## src/logic/misc_status_pkg.sv

```systemverilog
// Package: register map, field layout, reset values and counts of the status/control bank
// Functional notes
// - Index-done flag, bit 7, sets once index strap value is latched.
// - Decoded index strap value reads in bits 6:4.
// - Mode-done flag, bit 3, sets once mode strap value is latched.
// - Decoded mode strap value reads in bits 2:0.
// - Filter-wait ignore bit, default one, masks errors after filter updates.
// - Error-count enable bit, default one, enables link error counting.
// - Counting enabled: lock drops when counter reaches 4-bit threshold, default three.
// - Encoder control bit 7 disables CRC check when one, resets one.
// - Raw mode: frame start only after frame-active held programmed count.
// - Pull-down enabled automatically when GPIO is not an output.
// - Seven disable bits turn off pull-downs, even input-only; reset zero.
package misc_status_pkg;

  localparam logic [7:0] strap_decode_status_off     = 8'hb8;
  localparam logic [7:0] link_error_monitor_ctrl_off = 8'hb9;
  localparam logic [7:0] encoder_integrity_ctrl_off  = 8'hba;
  localparam logic [7:0] spare_reg_bb_off            = 8'hbb;
  localparam logic [7:0] frame_active_minimum_off    = 8'hbc;
  localparam logic [7:0] spare_reg_bd_off            = 8'hbd;
  localparam logic [7:0] gpio_pulldown_ctrl_off      = 8'hbe;
  localparam logic [7:0] irq_status_off              = 8'hc0;
  localparam logic [7:0] irq_enable_off              = 8'hc1;
  localparam logic [7:0] irq_clear_off               = 8'hc2;

  localparam int index_done_bit  = 7;
  localparam int index_lsb       = 4;
  localparam int mode_done_bit   = 3;
  localparam int mode_lsb        = 0;
  localparam int sfil_wait_bit   = 5;
  localparam int count_en_bit    = 4;
  localparam int crc_dis_bit     = 7;

  localparam logic [7:0] link_error_monitor_reset = 8'h0033;
  localparam logic [7:0] encoder_integrity_reset  = 8'h0083;
  localparam logic [7:0] spare_bb_reset           = 8'h0074;
  localparam logic [7:0] frame_active_min_reset   = 8'h0080;
  localparam logic [7:0] spare_bd_reset           = 8'h0000;
  localparam logic [6:0] pulldown_disable_reset   = 7'h00;

  // Interrupt status bit positions
  localparam int irq_lock_lost_bit  = 0;
  localparam int irq_lock_gain_bit  = 1;
  localparam int irq_frame_start_bit = 2;
  localparam int irq_strap_done_bit = 3;
  localparam int irq_width          = 4;

  // Strap decode settle time after reset release
  localparam int strap_settle_ns     = 40;
  localparam int clk_period_ns       = 4;
  localparam int strap_settle_cycles = (strap_settle_ns + clk_period_ns - 1) / clk_period_ns;

endpackage : misc_status_pkg

```

## src/logic/link_monitor_if.sv

```systemverilog
// Interface: control and status between register bank and link error monitor
`timescale 1ns/10ps
`default_nettype none
interface link_monitor_if;
  logic       ignore_filter_wait;
  logic       count_enable;
  logic [3:0] threshold;
  logic       lock;
  logic [3:0] error_count;
  logic       lock_lost;
  logic       lock_gained;

  modport bank (
    output ignore_filter_wait,
    output count_enable,
    output threshold,
    input  lock,
    input  error_count,
    input  lock_lost,
    input  lock_gained
  );

  modport monitor (
    input  ignore_filter_wait,
    input  count_enable,
    input  threshold,
    output lock,
    output error_count,
    output lock_lost,
    output lock_gained
  );
endinterface : link_monitor_if
`default_nettype wire

```

## src/logic/misc_status_ctrl.sv

```systemverilog
// Top: control and status register bank with Wishbone slave
//
// Design decision made here: register access over Wishbone.
`timescale 1ns/10ps
`default_nettype none
module misc_status_ctrl #(
  parameter int gpio_count = 7
) (
  input  wire logic                  clk_i,
  input  wire logic                  rst_i,
  // Wishbone classic slave
  input  wire logic                  wb_cyc_i,
  input  wire logic                  wb_stb_i,
  input  wire logic                  wb_we_i,
  input  wire logic [7:0]            wb_adr_i,
  input  wire logic [3:0]            wb_sel_i,
  input  wire logic [31:0]           wb_dat_i,
  output logic [31:0]                wb_dat_o,
  output logic                       wb_ack_o,
  // Strap pins
  input  wire logic [2:0]            index_strap_i,
  input  wire logic [2:0]            mode_strap_i,
  // Forward link fault inputs, same clock
  input  wire logic                  lock_detect_i,
  input  wire logic                  parity_error_i,
  input  wire logic                  clock_error_i,
  input  wire logic                  control_error_i,
  input  wire logic                  filter_wait_i,
  // Raw mode framing
  input  wire logic                  raw_mode_i,
  input  wire logic                  frame_active_strobe_i,
  // GPIO
  input  wire logic [gpio_count-1:0] gpio_output_mode_i,
  output logic [gpio_count-1:0]      pulldown_enable_o,
  // Status and control outputs
  output logic                       receiver_lock_o,
  output logic                       frame_start_o,
  output logic                       encoder_check_enable_o,
  output logic                       irq_o
);
  import misc_status_pkg::*;

  // --------------------------------------------------------------
  // Strap capture
  // --------------------------------------------------------------
  // Straps are pins: two flops before anything reads them
  logic [5:0] strap_meta;
  logic [5:0] strap_sync;
  logic [5:0] next_strap_meta;
  logic [5:0] next_strap_sync;
  logic [2:0] index_strap_value;
  logic [2:0] mode_strap_value;
  logic [2:0] next_index_strap_value;
  logic [2:0] next_mode_strap_value;
  logic       index_strap_decoded;
  logic       mode_strap_decoded;
  logic       next_index_strap_decoded;
  logic       next_mode_strap_decoded;
  logic [7:0] settle_count;
  logic [7:0] next_settle_count;
  logic       strap_done_event;

  always_comb begin
    next_strap_meta          = {index_strap_i, mode_strap_i};
    next_strap_sync          = strap_meta;
    next_settle_count        = settle_count;
    next_index_strap_value   = index_strap_value;
    next_mode_strap_value    = mode_strap_value;
    next_index_strap_decoded = index_strap_decoded;
    next_mode_strap_decoded  = mode_strap_decoded;
    strap_done_event         = 1'b0;
    if (settle_count != 8'(strap_settle_cycles)) begin
      next_settle_count = settle_count + 8'h01;
    end else if (!index_strap_decoded) begin
      next_index_strap_value   = strap_sync[5:3];
      next_mode_strap_value    = strap_sync[2:0];
      next_index_strap_decoded = 1'b1;
      next_mode_strap_decoded  = 1'b1;
      strap_done_event         = 1'b1;
    end
  end

  always_ff @(posedge clk_i) begin
    if (rst_i) begin
      strap_meta          <= 6'h00;
      strap_sync          <= 6'h00;
      settle_count        <= 8'h00;
      index_strap_value   <= 3'h0;
      mode_strap_value    <= 3'h0;
      index_strap_decoded <= 1'b0;
      mode_strap_decoded  <= 1'b0;
    end else begin
      strap_meta          <= next_strap_meta;
      strap_sync          <= next_strap_sync;
      settle_count        <= next_settle_count;
      index_strap_value   <= next_index_strap_value;
      mode_strap_value    <= next_mode_strap_value;
      index_strap_decoded <= next_index_strap_decoded;
      mode_strap_decoded  <= next_mode_strap_decoded;
    end
  end

  // --------------------------------------------------------------
  // Control registers
  // --------------------------------------------------------------
  logic [7:0]            link_error_monitor_ctrl;
  logic [7:0]            encoder_integrity_ctrl;
  logic [7:0]            spare_reg_bb;
  logic [7:0]            frame_active_minimum;
  logic [7:0]            spare_reg_bd;
  logic [gpio_count-1:0] pin_pulldown_disable;
  logic [irq_width-1:0]  irq_status;
  logic [irq_width-1:0]  irq_enable;
  logic [7:0]            next_link_error_monitor_ctrl;
  logic [7:0]            next_encoder_integrity_ctrl;
  logic [7:0]            next_spare_reg_bb;
  logic [7:0]            next_frame_active_minimum;
  logic [7:0]            next_spare_reg_bd;
  logic [gpio_count-1:0] next_pin_pulldown_disable;
  logic [irq_width-1:0]  next_irq_status;
  logic [irq_width-1:0]  next_irq_enable;
  logic                  next_ack;
  logic [31:0]           next_dat;
  logic                  bus_req;
  logic                  wr_lane0;
  logic [irq_width-1:0]  irq_events;
  logic                  frame_start_event;

  link_monitor_if mon_if ();

  assign bus_req  = wb_cyc_i & wb_stb_i & ~wb_ack_o;
  assign wr_lane0 = bus_req & wb_we_i & wb_sel_i[0];

  always_comb begin
    next_link_error_monitor_ctrl = link_error_monitor_ctrl;
    next_encoder_integrity_ctrl  = encoder_integrity_ctrl;
    next_spare_reg_bb            = spare_reg_bb;
    next_frame_active_minimum    = frame_active_minimum;
    next_spare_reg_bd            = spare_reg_bd;
    next_pin_pulldown_disable    = pin_pulldown_disable;
    next_irq_enable              = irq_enable;
    next_irq_status              = irq_status;
    next_ack                     = bus_req;
    next_dat                     = 32'h0000_0000;
    if (wr_lane0) begin
      case (wb_adr_i)
        // Reserved top bits read as zero
        link_error_monitor_ctrl_off: next_link_error_monitor_ctrl = {2'b00, wb_dat_i[5:0]};
        encoder_integrity_ctrl_off:  next_encoder_integrity_ctrl = wb_dat_i[7:0];
        spare_reg_bb_off:            next_spare_reg_bb = wb_dat_i[7:0];
        frame_active_minimum_off:    next_frame_active_minimum = wb_dat_i[7:0];
        spare_reg_bd_off:            next_spare_reg_bd = wb_dat_i[7:0];
        gpio_pulldown_ctrl_off:      next_pin_pulldown_disable = wb_dat_i[gpio_count-1:0];
        irq_enable_off:              next_irq_enable = wb_dat_i[irq_width-1:0];
        irq_clear_off:               next_irq_status = irq_status & ~wb_dat_i[irq_width-1:0];
        default:                     next_dat = 32'h0000_0000;
      endcase
    end
    // Set wins over a clear in the same cycle
    next_irq_status = next_irq_status | irq_events;
    if (bus_req && !wb_we_i) begin
      case (wb_adr_i)
        strap_decode_status_off:
          next_dat[7:0] = {index_strap_decoded, index_strap_value, mode_strap_decoded, mode_strap_value};
        link_error_monitor_ctrl_off: next_dat[7:0] = link_error_monitor_ctrl;
        encoder_integrity_ctrl_off:  next_dat[7:0] = encoder_integrity_ctrl;
        spare_reg_bb_off:            next_dat[7:0] = spare_reg_bb;
        frame_active_minimum_off:    next_dat[7:0] = frame_active_minimum;
        spare_reg_bd_off:            next_dat[7:0] = spare_reg_bd;
        gpio_pulldown_ctrl_off:      next_dat[gpio_count-1:0] = pin_pulldown_disable;
        irq_status_off:              next_dat[irq_width-1:0] = irq_status;
        irq_enable_off:              next_dat[irq_width-1:0] = irq_enable;
        default:                     next_dat = 32'h0000_0000;
      endcase
    end
  end

  always_ff @(posedge clk_i) begin
    if (rst_i) begin
      link_error_monitor_ctrl <= link_error_monitor_reset;
      encoder_integrity_ctrl  <= encoder_integrity_reset;
      spare_reg_bb            <= spare_bb_reset;
      frame_active_minimum    <= frame_active_min_reset;
      spare_reg_bd            <= spare_bd_reset;
      pin_pulldown_disable    <= gpio_count'(pulldown_disable_reset);
      irq_status              <= '0;
      irq_enable              <= '0;
      wb_ack_o                <= 1'b0;
      wb_dat_o                <= 32'h0000_0000;
    end else begin
      link_error_monitor_ctrl <= next_link_error_monitor_ctrl;
      encoder_integrity_ctrl  <= next_encoder_integrity_ctrl;
      spare_reg_bb            <= next_spare_reg_bb;
      frame_active_minimum    <= next_frame_active_minimum;
      spare_reg_bd            <= next_spare_reg_bd;
      pin_pulldown_disable    <= next_pin_pulldown_disable;
      irq_status              <= next_irq_status;
      irq_enable              <= next_irq_enable;
      wb_ack_o                <= next_ack;
      wb_dat_o                <= next_dat;
    end
  end

  // --------------------------------------------------------------
  // Link error monitor
  // --------------------------------------------------------------
  assign mon_if.ignore_filter_wait = link_error_monitor_ctrl[sfil_wait_bit];
  assign mon_if.count_enable       = link_error_monitor_ctrl[count_en_bit];
  assign mon_if.threshold          = link_error_monitor_ctrl[3:0];

  link_error_monitor link_error_monitor_inst (
    .clk_i           (clk_i),
    .rst_i           (rst_i),
    .lock_detect_i   (lock_detect_i),
    .parity_error_i  (parity_error_i),
    .clock_error_i   (clock_error_i),
    .control_error_i (control_error_i),
    .filter_wait_i   (filter_wait_i),
    .mon             (mon_if.monitor)
  );

  // --------------------------------------------------------------
  // Raw mode frame start
  // --------------------------------------------------------------
  logic [7:0] active_count;
  logic [7:0] next_active_count;
  logic       frame_started;
  logic       next_frame_started;

  always_comb begin
    next_active_count  = active_count;
    next_frame_started = frame_started;
    frame_start_event  = 1'b0;
    if (!raw_mode_i || !frame_active_strobe_i) begin
      next_active_count  = 8'h00;
      next_frame_started = 1'b0;
    end else if (!frame_started) begin
      if (active_count + 8'h01 >= frame_active_minimum) begin
        next_frame_started = 1'b1;
        frame_start_event  = 1'b1;
      end else begin
        next_active_count = active_count + 8'h01;
      end
    end
  end

  always_ff @(posedge clk_i) begin
    if (rst_i) begin
      active_count  <= 8'h00;
      frame_started <= 1'b0;
      frame_start_o <= 1'b0;
    end else begin
      active_count  <= next_active_count;
      frame_started <= next_frame_started;
      frame_start_o <= frame_start_event;
    end
  end

  // --------------------------------------------------------------
  // Outputs and interrupts
  // --------------------------------------------------------------
  assign irq_events = {strap_done_event, frame_start_event, mon_if.lock_gained, mon_if.lock_lost};
  assign irq_o      = |(irq_status & irq_enable);

  assign receiver_lock_o        = mon_if.lock;
  assign encoder_check_enable_o = ~encoder_integrity_ctrl[crc_dis_bit];
  assign pulldown_enable_o      = ~gpio_output_mode_i & ~pin_pulldown_disable;

endmodule : misc_status_ctrl
`default_nettype wire

```

## src/logic/link_error_monitor.sv

```systemverilog
// Forward-link error counter and lock-drop decision
`timescale 1ns/10ps
`default_nettype none
module link_error_monitor (
  input  wire logic    clk_i,
  input  wire logic    rst_i,
  input  wire logic    lock_detect_i,
  input  wire logic    parity_error_i,
  input  wire logic    clock_error_i,
  input  wire logic    control_error_i,
  input  wire logic    filter_wait_i,
  link_monitor_if.monitor mon
);
  import misc_status_pkg::*;

  logic       lock;
  logic       next_lock;
  logic [3:0] count;
  logic [3:0] next_count;
  logic       error_seen;
  logic [3:0] count_inc;

  // --------------------------------------------------------------
  // Error qualification and counting
  // --------------------------------------------------------------
  always_comb begin
    error_seen = parity_error_i | clock_error_i | control_error_i;
    if (filter_wait_i && mon.ignore_filter_wait) begin
      error_seen = 1'b0;
    end
    count_inc  = count + 4'h1;
    next_lock  = lock;
    next_count = count;
    if (!lock) begin
      if (lock_detect_i) begin
        next_lock  = 1'b1;
        next_count = 4'h0;
      end
    end else if (!lock_detect_i) begin
      next_lock = 1'b0;
    end else if (error_seen) begin
      if (mon.count_enable) begin
        next_count = count_inc;
        if (count_inc >= mon.threshold) begin
          next_lock = 1'b0;
        end
      end else begin
        next_lock = 1'b0;
      end
    end
  end

  always_ff @(posedge clk_i) begin
    if (rst_i) begin
      lock  <= 1'b0;
      count <= 4'h0;
    end else begin
      lock  <= next_lock;
      count <= next_count;
    end
  end

  assign mon.lock        = lock;
  assign mon.error_count = count;
  assign mon.lock_lost   = lock & ~next_lock;
  assign mon.lock_gained = ~lock & next_lock;

endmodule : link_error_monitor
`default_nettype wire

```

## config.mk

```make
export PLATFORM = sky130hd
export DESIGN_NAME = misc_status_ctrl
export DESIGN_NICKNAME = d
export VERILOG_FILES = /design/src/logic/misc_status_pkg.sv /design/src/logic/link_monitor_if.sv /design/src/logic/misc_status_ctrl.sv /design/src/logic/link_error_monitor.sv
export SDC_FILE = /design/constraint.sdc
export NUM_CORES = 1
export LEC_CHECK = 0
export BUFFER_PORTS_ARGS = -buffer_cell sky130_fd_sc_hd__buf_2
export CAP_MARGIN = 5
export CORE_MARGIN = 2
export CORE_UTILIZATION = 45
export DETAILED_ROUTE_END_ITERATION = 12
export PLACE_DENSITY_LB_ADDON = 0.3
export SETUP_SLACK_MARGIN = 0.02
export SYNTH_ARGS = -nofsm -noshare
export SYNTH_HDL_FRONTEND = slang
export SYNTH_SLANG_ARGS = --single-unit
```

## constraint.sdc

```tcl
create_clock -name clk_i -period 2.51 [get_ports clk_i]
set_input_delay 0.502 -clock clk_i [delete_from_list [all_inputs] [get_ports clk_i]]
set_output_delay 0.502 -clock clk_i [all_outputs]
set_load 0.01 [all_outputs]
```

==> results.py <==
metrics = {
    "route": {
        "dr_wl_met2_um": 5716,
        "top_layer_in_use": "met4",
        "drt-total-wl_um": 11860,
        "detailroute.via_count": 4201,
        "drt_pre_antenna_iters": 5,
        "route.detailed.vias_per_inst": 5.298,
        "dr_wl_met3_um": 477,
        "wl_per_cell_um": 14.96,
        "drt_iter0_markers": 194,
        "remaining_drc_errors": 0,
        "drt_antenna_net_count": 0,
        "m1WireLength_um": 5486,
    },
    "power": {
        "power_density_nw_per_um2": 562.4,
        "clock_power_share": 0.442,
        "cell_internal_pwr_uw": 2654,
        "net-switching-power_uw": 811.1,
        "leakagePower_uw": 0.002694,
        "sequentialPowerShare": 0.489,
        "combinationalPowerShare": 0.069,
        "power_uw": 3465,
        "switching_share": 0.2341,
        "peakVddDrop_uv": 291.2,
    },
    "synth": {
        "synth_area_in_adders": 0.03897,
        "synth.area.mux_share": 0.1271,
        "synth_warnings": 0,
        "netlist-cell-type-count": 59,
        "synth_area_leader_cell": "sky130_fd_sc_hd__dfxtp_1",
        "synth_enable_flop_cells": 0,
        "synthTopCellsByCount": "sky130_fd_sc_hd__dfxtp_1, sky130_fd_sc_hd__nor2_1, sky130_fd_sc_hd__mux2i_1",
        "post-synth-top-count-cell": "sky130_fd_sc_hd__dfxtp_1",
        "post_synth_instance_area_um2": 5137,
        "xor_xnor_share_of_the_synthesized_area": 0.02557,
        "synthSimpleGateAreaFrac": 0.2099,
        "asyncSetResetFlopFracSynth": 0,
        "synth-seq-area-share": 0.4092,
        "syn_area_per_cell_um2": 9.045,
        "synth_seq_cells": 105,
        "synth_compound_area_frac": 0.1106,
        "post_synth_main_area_contributors": "sky130_fd_sc_hd__dfxtp_1, sky130_fd_sc_hd__mux2i_1, sky130_fd_sc_hd__nor2_1, sky130_fd_sc_hd__ha_1, sky130_fd_sc_hd__buf_4",
        "dominant_combinational_cell_family_by_area_after_synthesis": "simple AND/OR/NAND/NOR gates",
        "yosys.area.top_type_share": 0.4092,
        "ys_dominant_reg_cell": "sky130_fd_sc_hd__dfxtp_1",
        "synth_cells": 568,
    },
    "cts": {
        "ctsRootBufferMaster": "sky130_fd_sc_hd__clkbuf_16",
        "cts_htree_levels": 3,
        "tritoncts": "done",
        "clock_sinks": 105,
        "clock_tree.buffer_depth": 2,
        "cts.reportedPaths.clkPinSlew_ps": 70,
        "cts-hold-fix-buffers": 0,
        "cts-buffers-inserted": 9,
        "clock_insertion_delay_worst_skew_ps": 350,
    },
    "final_layout": {
        "fillCellCount": 989,
        "num-nets-final": 730,
        "postLayoutCoreUtil": 0.5467,
        "areaGrowthSynthToFinish_pct": 19.95,
        "drive_above_1_share": 0.2523,
        "num_antenna_cells": 0,
    },
    "setup_path": {
        "worstSetupEndpointType": "flop",
        "r2r_setup_slack_ps": -40,
        "critical-path-max-stage-delay_ps": 410,
        "crit-reg2reg-launch": "active_count[1]$_SDFFE_PP0P_",
        "path_class": "reg -> reg",
        "cp_cell_sequence": "ha_4 -> nand3_4 -> inv_2 -> nand3_2 -> xnor2_1 -> ha_1 -> and3_4 -> a221oi_2 -> o21ai_2 -> buf_6 -> or4_4 -> a21oi_2",
        "crit_path_required_time_ps": 2780,
        "critical_path.top_delay_family": "simple AND/OR/NAND/NOR gates",
        "cp.buffers_inverters": 2,
        "worstRegToRegCells": 12,
        "cp.arrival_ps": 2820,
        "critical_path_maximum_fanout": 5,
        "start_kind": "flop",
        "critPathLaunch": "active_count[1]$_SDFFE_PP0P_",
        "crit_slowest_cell": "sky130_fd_sc_hd__or4_4",
        "timing.rr.end": "active_count[4]$_SDFFE_PP0P_",
    },
    "grt": {
        "number_of_antenna_violations_at_the_first_check_in_global_routing": 0,
        "grt_pass1_vias": 4002,
        "gr-total-overflow": 0,
        "grt_max_degree": 39,
        "grt_util_all_layers": 0.1968,
        "global_route_wire_length_before_repair_um": 19730,
    },
    "floorplan": {
        "dieHeight_um": 110.9,
        "pin_count": 113,
        "die_width_um": 110.9,
        "start_util": 0.4558,
        "placeableCoreArea_um2": 11270,
        "num_rows": 39,
        "die_area_um2": 12290,
    },
    "hold_path": {
        "worst_hold_path.endpoint": "next_strap_sync[0]$_SDFF_PP0_",
        "hp-class": "in -> reg",
        "min_path_cells": 2,
        "worstHoldStart": "mode_strap_i[0]",
    },
    "outcome": {
        "run_status": "complete, but fails checks",
        "failed_checks": "negative setup slack",
    },
    "place": {
        "detail_placement_hpwl_um": 8592,
        "detailedPlace.worstSlack_ps": -181.8,
        "gp_congestion": 0.8146,
        "io_buffer_count": 61,
    },
    "sta": {
        "worst_slew_margin_rel": 0.5556,
        "finalWorstPathRequiredPeriod_ps": 2551,
        "final-setup-viol-count": 4,
        "worst_pin_slew_ps": 660.6,
        "timing.fmax_ghz": 0.3920,
        "grt_setup_unrepaired": "true",
        "min_period_over_period": 1.016,
        "timing.final.max_slew_violations": 0,
        "post_route_skew_ps": 5.868,
        "finalHoldViolations": 0,
        "postLayoutSetupSlackWorst_ps": -40.86,
    },
    "run": {
        "cap_violations": 0,
    },
}
[flip-flops by register name (all words and copies together), names as in the netlist, 6 cells and up]
name	flops
settle_count	8
pin_pulldown_disable	7
encoder_integrity_ctrl	8
strap_sync	6
frame_active_minimum	8
wb_dat_o	8
next_strap_sync	6
spare_reg_bd	8
link_error_monitor_ctrl	6
active_count	8
spare_reg_bb	8
[worst reg2reg max path, cell delays in order (launching register included)]
cell                       delay [ps]
sky130_fd_sc_hd__dfxtp_4          380
sky130_fd_sc_hd__ha_4             150
sky130_fd_sc_hd__nand3_4           60
sky130_fd_sc_hd__inv_2             50
sky130_fd_sc_hd__nand3_2           70
sky130_fd_sc_hd__xnor2_1          140
sky130_fd_sc_hd__ha_1             290
sky130_fd_sc_hd__and3_4           180
sky130_fd_sc_hd__a221oi_2         260
sky130_fd_sc_hd__o21ai_2          160
sky130_fd_sc_hd__buf_6            160
sky130_fd_sc_hd__or4_4            410
sky130_fd_sc_hd__a21oi_2          150
[how the worst max path moves through the flow]
stage	endpoint	slack, ps	cells after the start
final	active_count[4]$_SDFFE_PP0P_	-40	12
after global routing	active_count[6]$_SDFFE_PP0P_	-140	12
after CTS	active_count[7]$_SDFFE_PP0P_	-40	12
after detailed placement	active_count[6]$_SDFFE_PP0P_	-180	12
after global placement	active_count[2]$_SDFFE_PP0P_	-130	12
after floorplan	active_count[5]$_SDFFE_PP0P_	30	10
[through the flow]
| step | cells | hold WS [ps] | area, µm² | setup TNS [ps] |
|---|---|---|---|---|
| final | 793 | 360.2 | 6162 | -120.2 |
| after floorplan | 591 | 413.8 | 5253 | 0 |
| after CTS | 793 | 347.5 | 6076 | -121.8 |
| after global placement | 776 | 417.0 | 5684 | -746.0 |
| after global routing | 793 | 358.2 | 6162 | -699.3 |
| after detailed placement | 776 | 421.8 | 5684 | -1087 |
[routing by layer]
layer / track usage / vias up
met3: 0.03609 / 14
met2: 0.3223 / 109
met4: 0.08000 / 0
li1: - / 2088
met5: 0 / -
met1: 0.2572 / 1990
[power by group through the flow]
stage	combinational [µW]	sequential [µW]	clock, µW
5_1_grt	263	1700	1660
3_5_place_dp	239	1740	0
6_report	241	1690	1530
4_1_cts	240	1690	1560
3_3_place_gp	234	1730	0
2_1_floorplan	176	1730	0
[cell type report]
type                    instances  area (µm²)  area share
inverters                      19       71.32     0.01157
flip-flops and latches        105        2115      0.3431
repair buffers                 99       605.6     0.09827
well taps                     143       178.9     0.02904
clock buffers                   9       225.2     0.03655
multi-input cells             411        2863      0.4646
clock inverters                 7       103.9     0.01685
[cell families (layout without fill, tap and decap cells)]
family,after synthesis,count (layout)
AO/OA/AOI/OAI,91,91
buffers and inverters,75,134
AND/OR/NAND/NOR,203,203
other,1,24
XOR/XNOR,15,15
multiplexers,62,62
adder cells (fa/ha/maj),16,16
flip-flops,105,105
[cells in the final DEF (no fill, tap or decap), types with 4 or more instances in the layout]
cell,count
sky130_fd_sc_hd__conb_1,24
sky130_fd_sc_hd__a21oi_1,27
sky130_fd_sc_hd__nor2_1,74
sky130_fd_sc_hd__dfxtp_1,101
sky130_fd_sc_hd__nor2b_1,16
sky130_fd_sc_hd__xnor2_1,5
sky130_fd_sc_hd__and3_1,6
sky130_fd_sc_hd__nand2b_1,6
sky130_fd_sc_hd__a21o_1,4
sky130_fd_sc_hd__o21ai_0,18
sky130_fd_sc_hd__ha_1,15
sky130_fd_sc_hd__a22oi_1,8
sky130_fd_sc_hd__or3_1,4
sky130_fd_sc_hd__clkbuf_16,9
sky130_fd_sc_hd__or4_4,4
sky130_fd_sc_hd__inv_1,18
sky130_fd_sc_hd__xor2_1,8
sky130_fd_sc_hd__o211ai_1,5
sky130_fd_sc_hd__nand3_1,13
sky130_fd_sc_hd__nor3_1,9
sky130_fd_sc_hd__buf_6,4
sky130_fd_sc_hd__o31ai_1,4
sky130_fd_sc_hd__buf_4,34
sky130_fd_sc_hd__nand2_1,36
sky130_fd_sc_hd__mux2i_1,54
sky130_fd_sc_hd__buf_2,61
sky130_fd_sc_hd__a31oi_1,5
sky130_fd_sc_hd__mux2_2,6
[repair_timing]
action | in CTS | in global routing
endpoints found under the setup margin | 10 | 10
gates resized for setup | 14 | 20
pin swaps | 15 | 15
setup buffers | 1 | 0
Note: power is estimated with default switching activity, not from simulation.
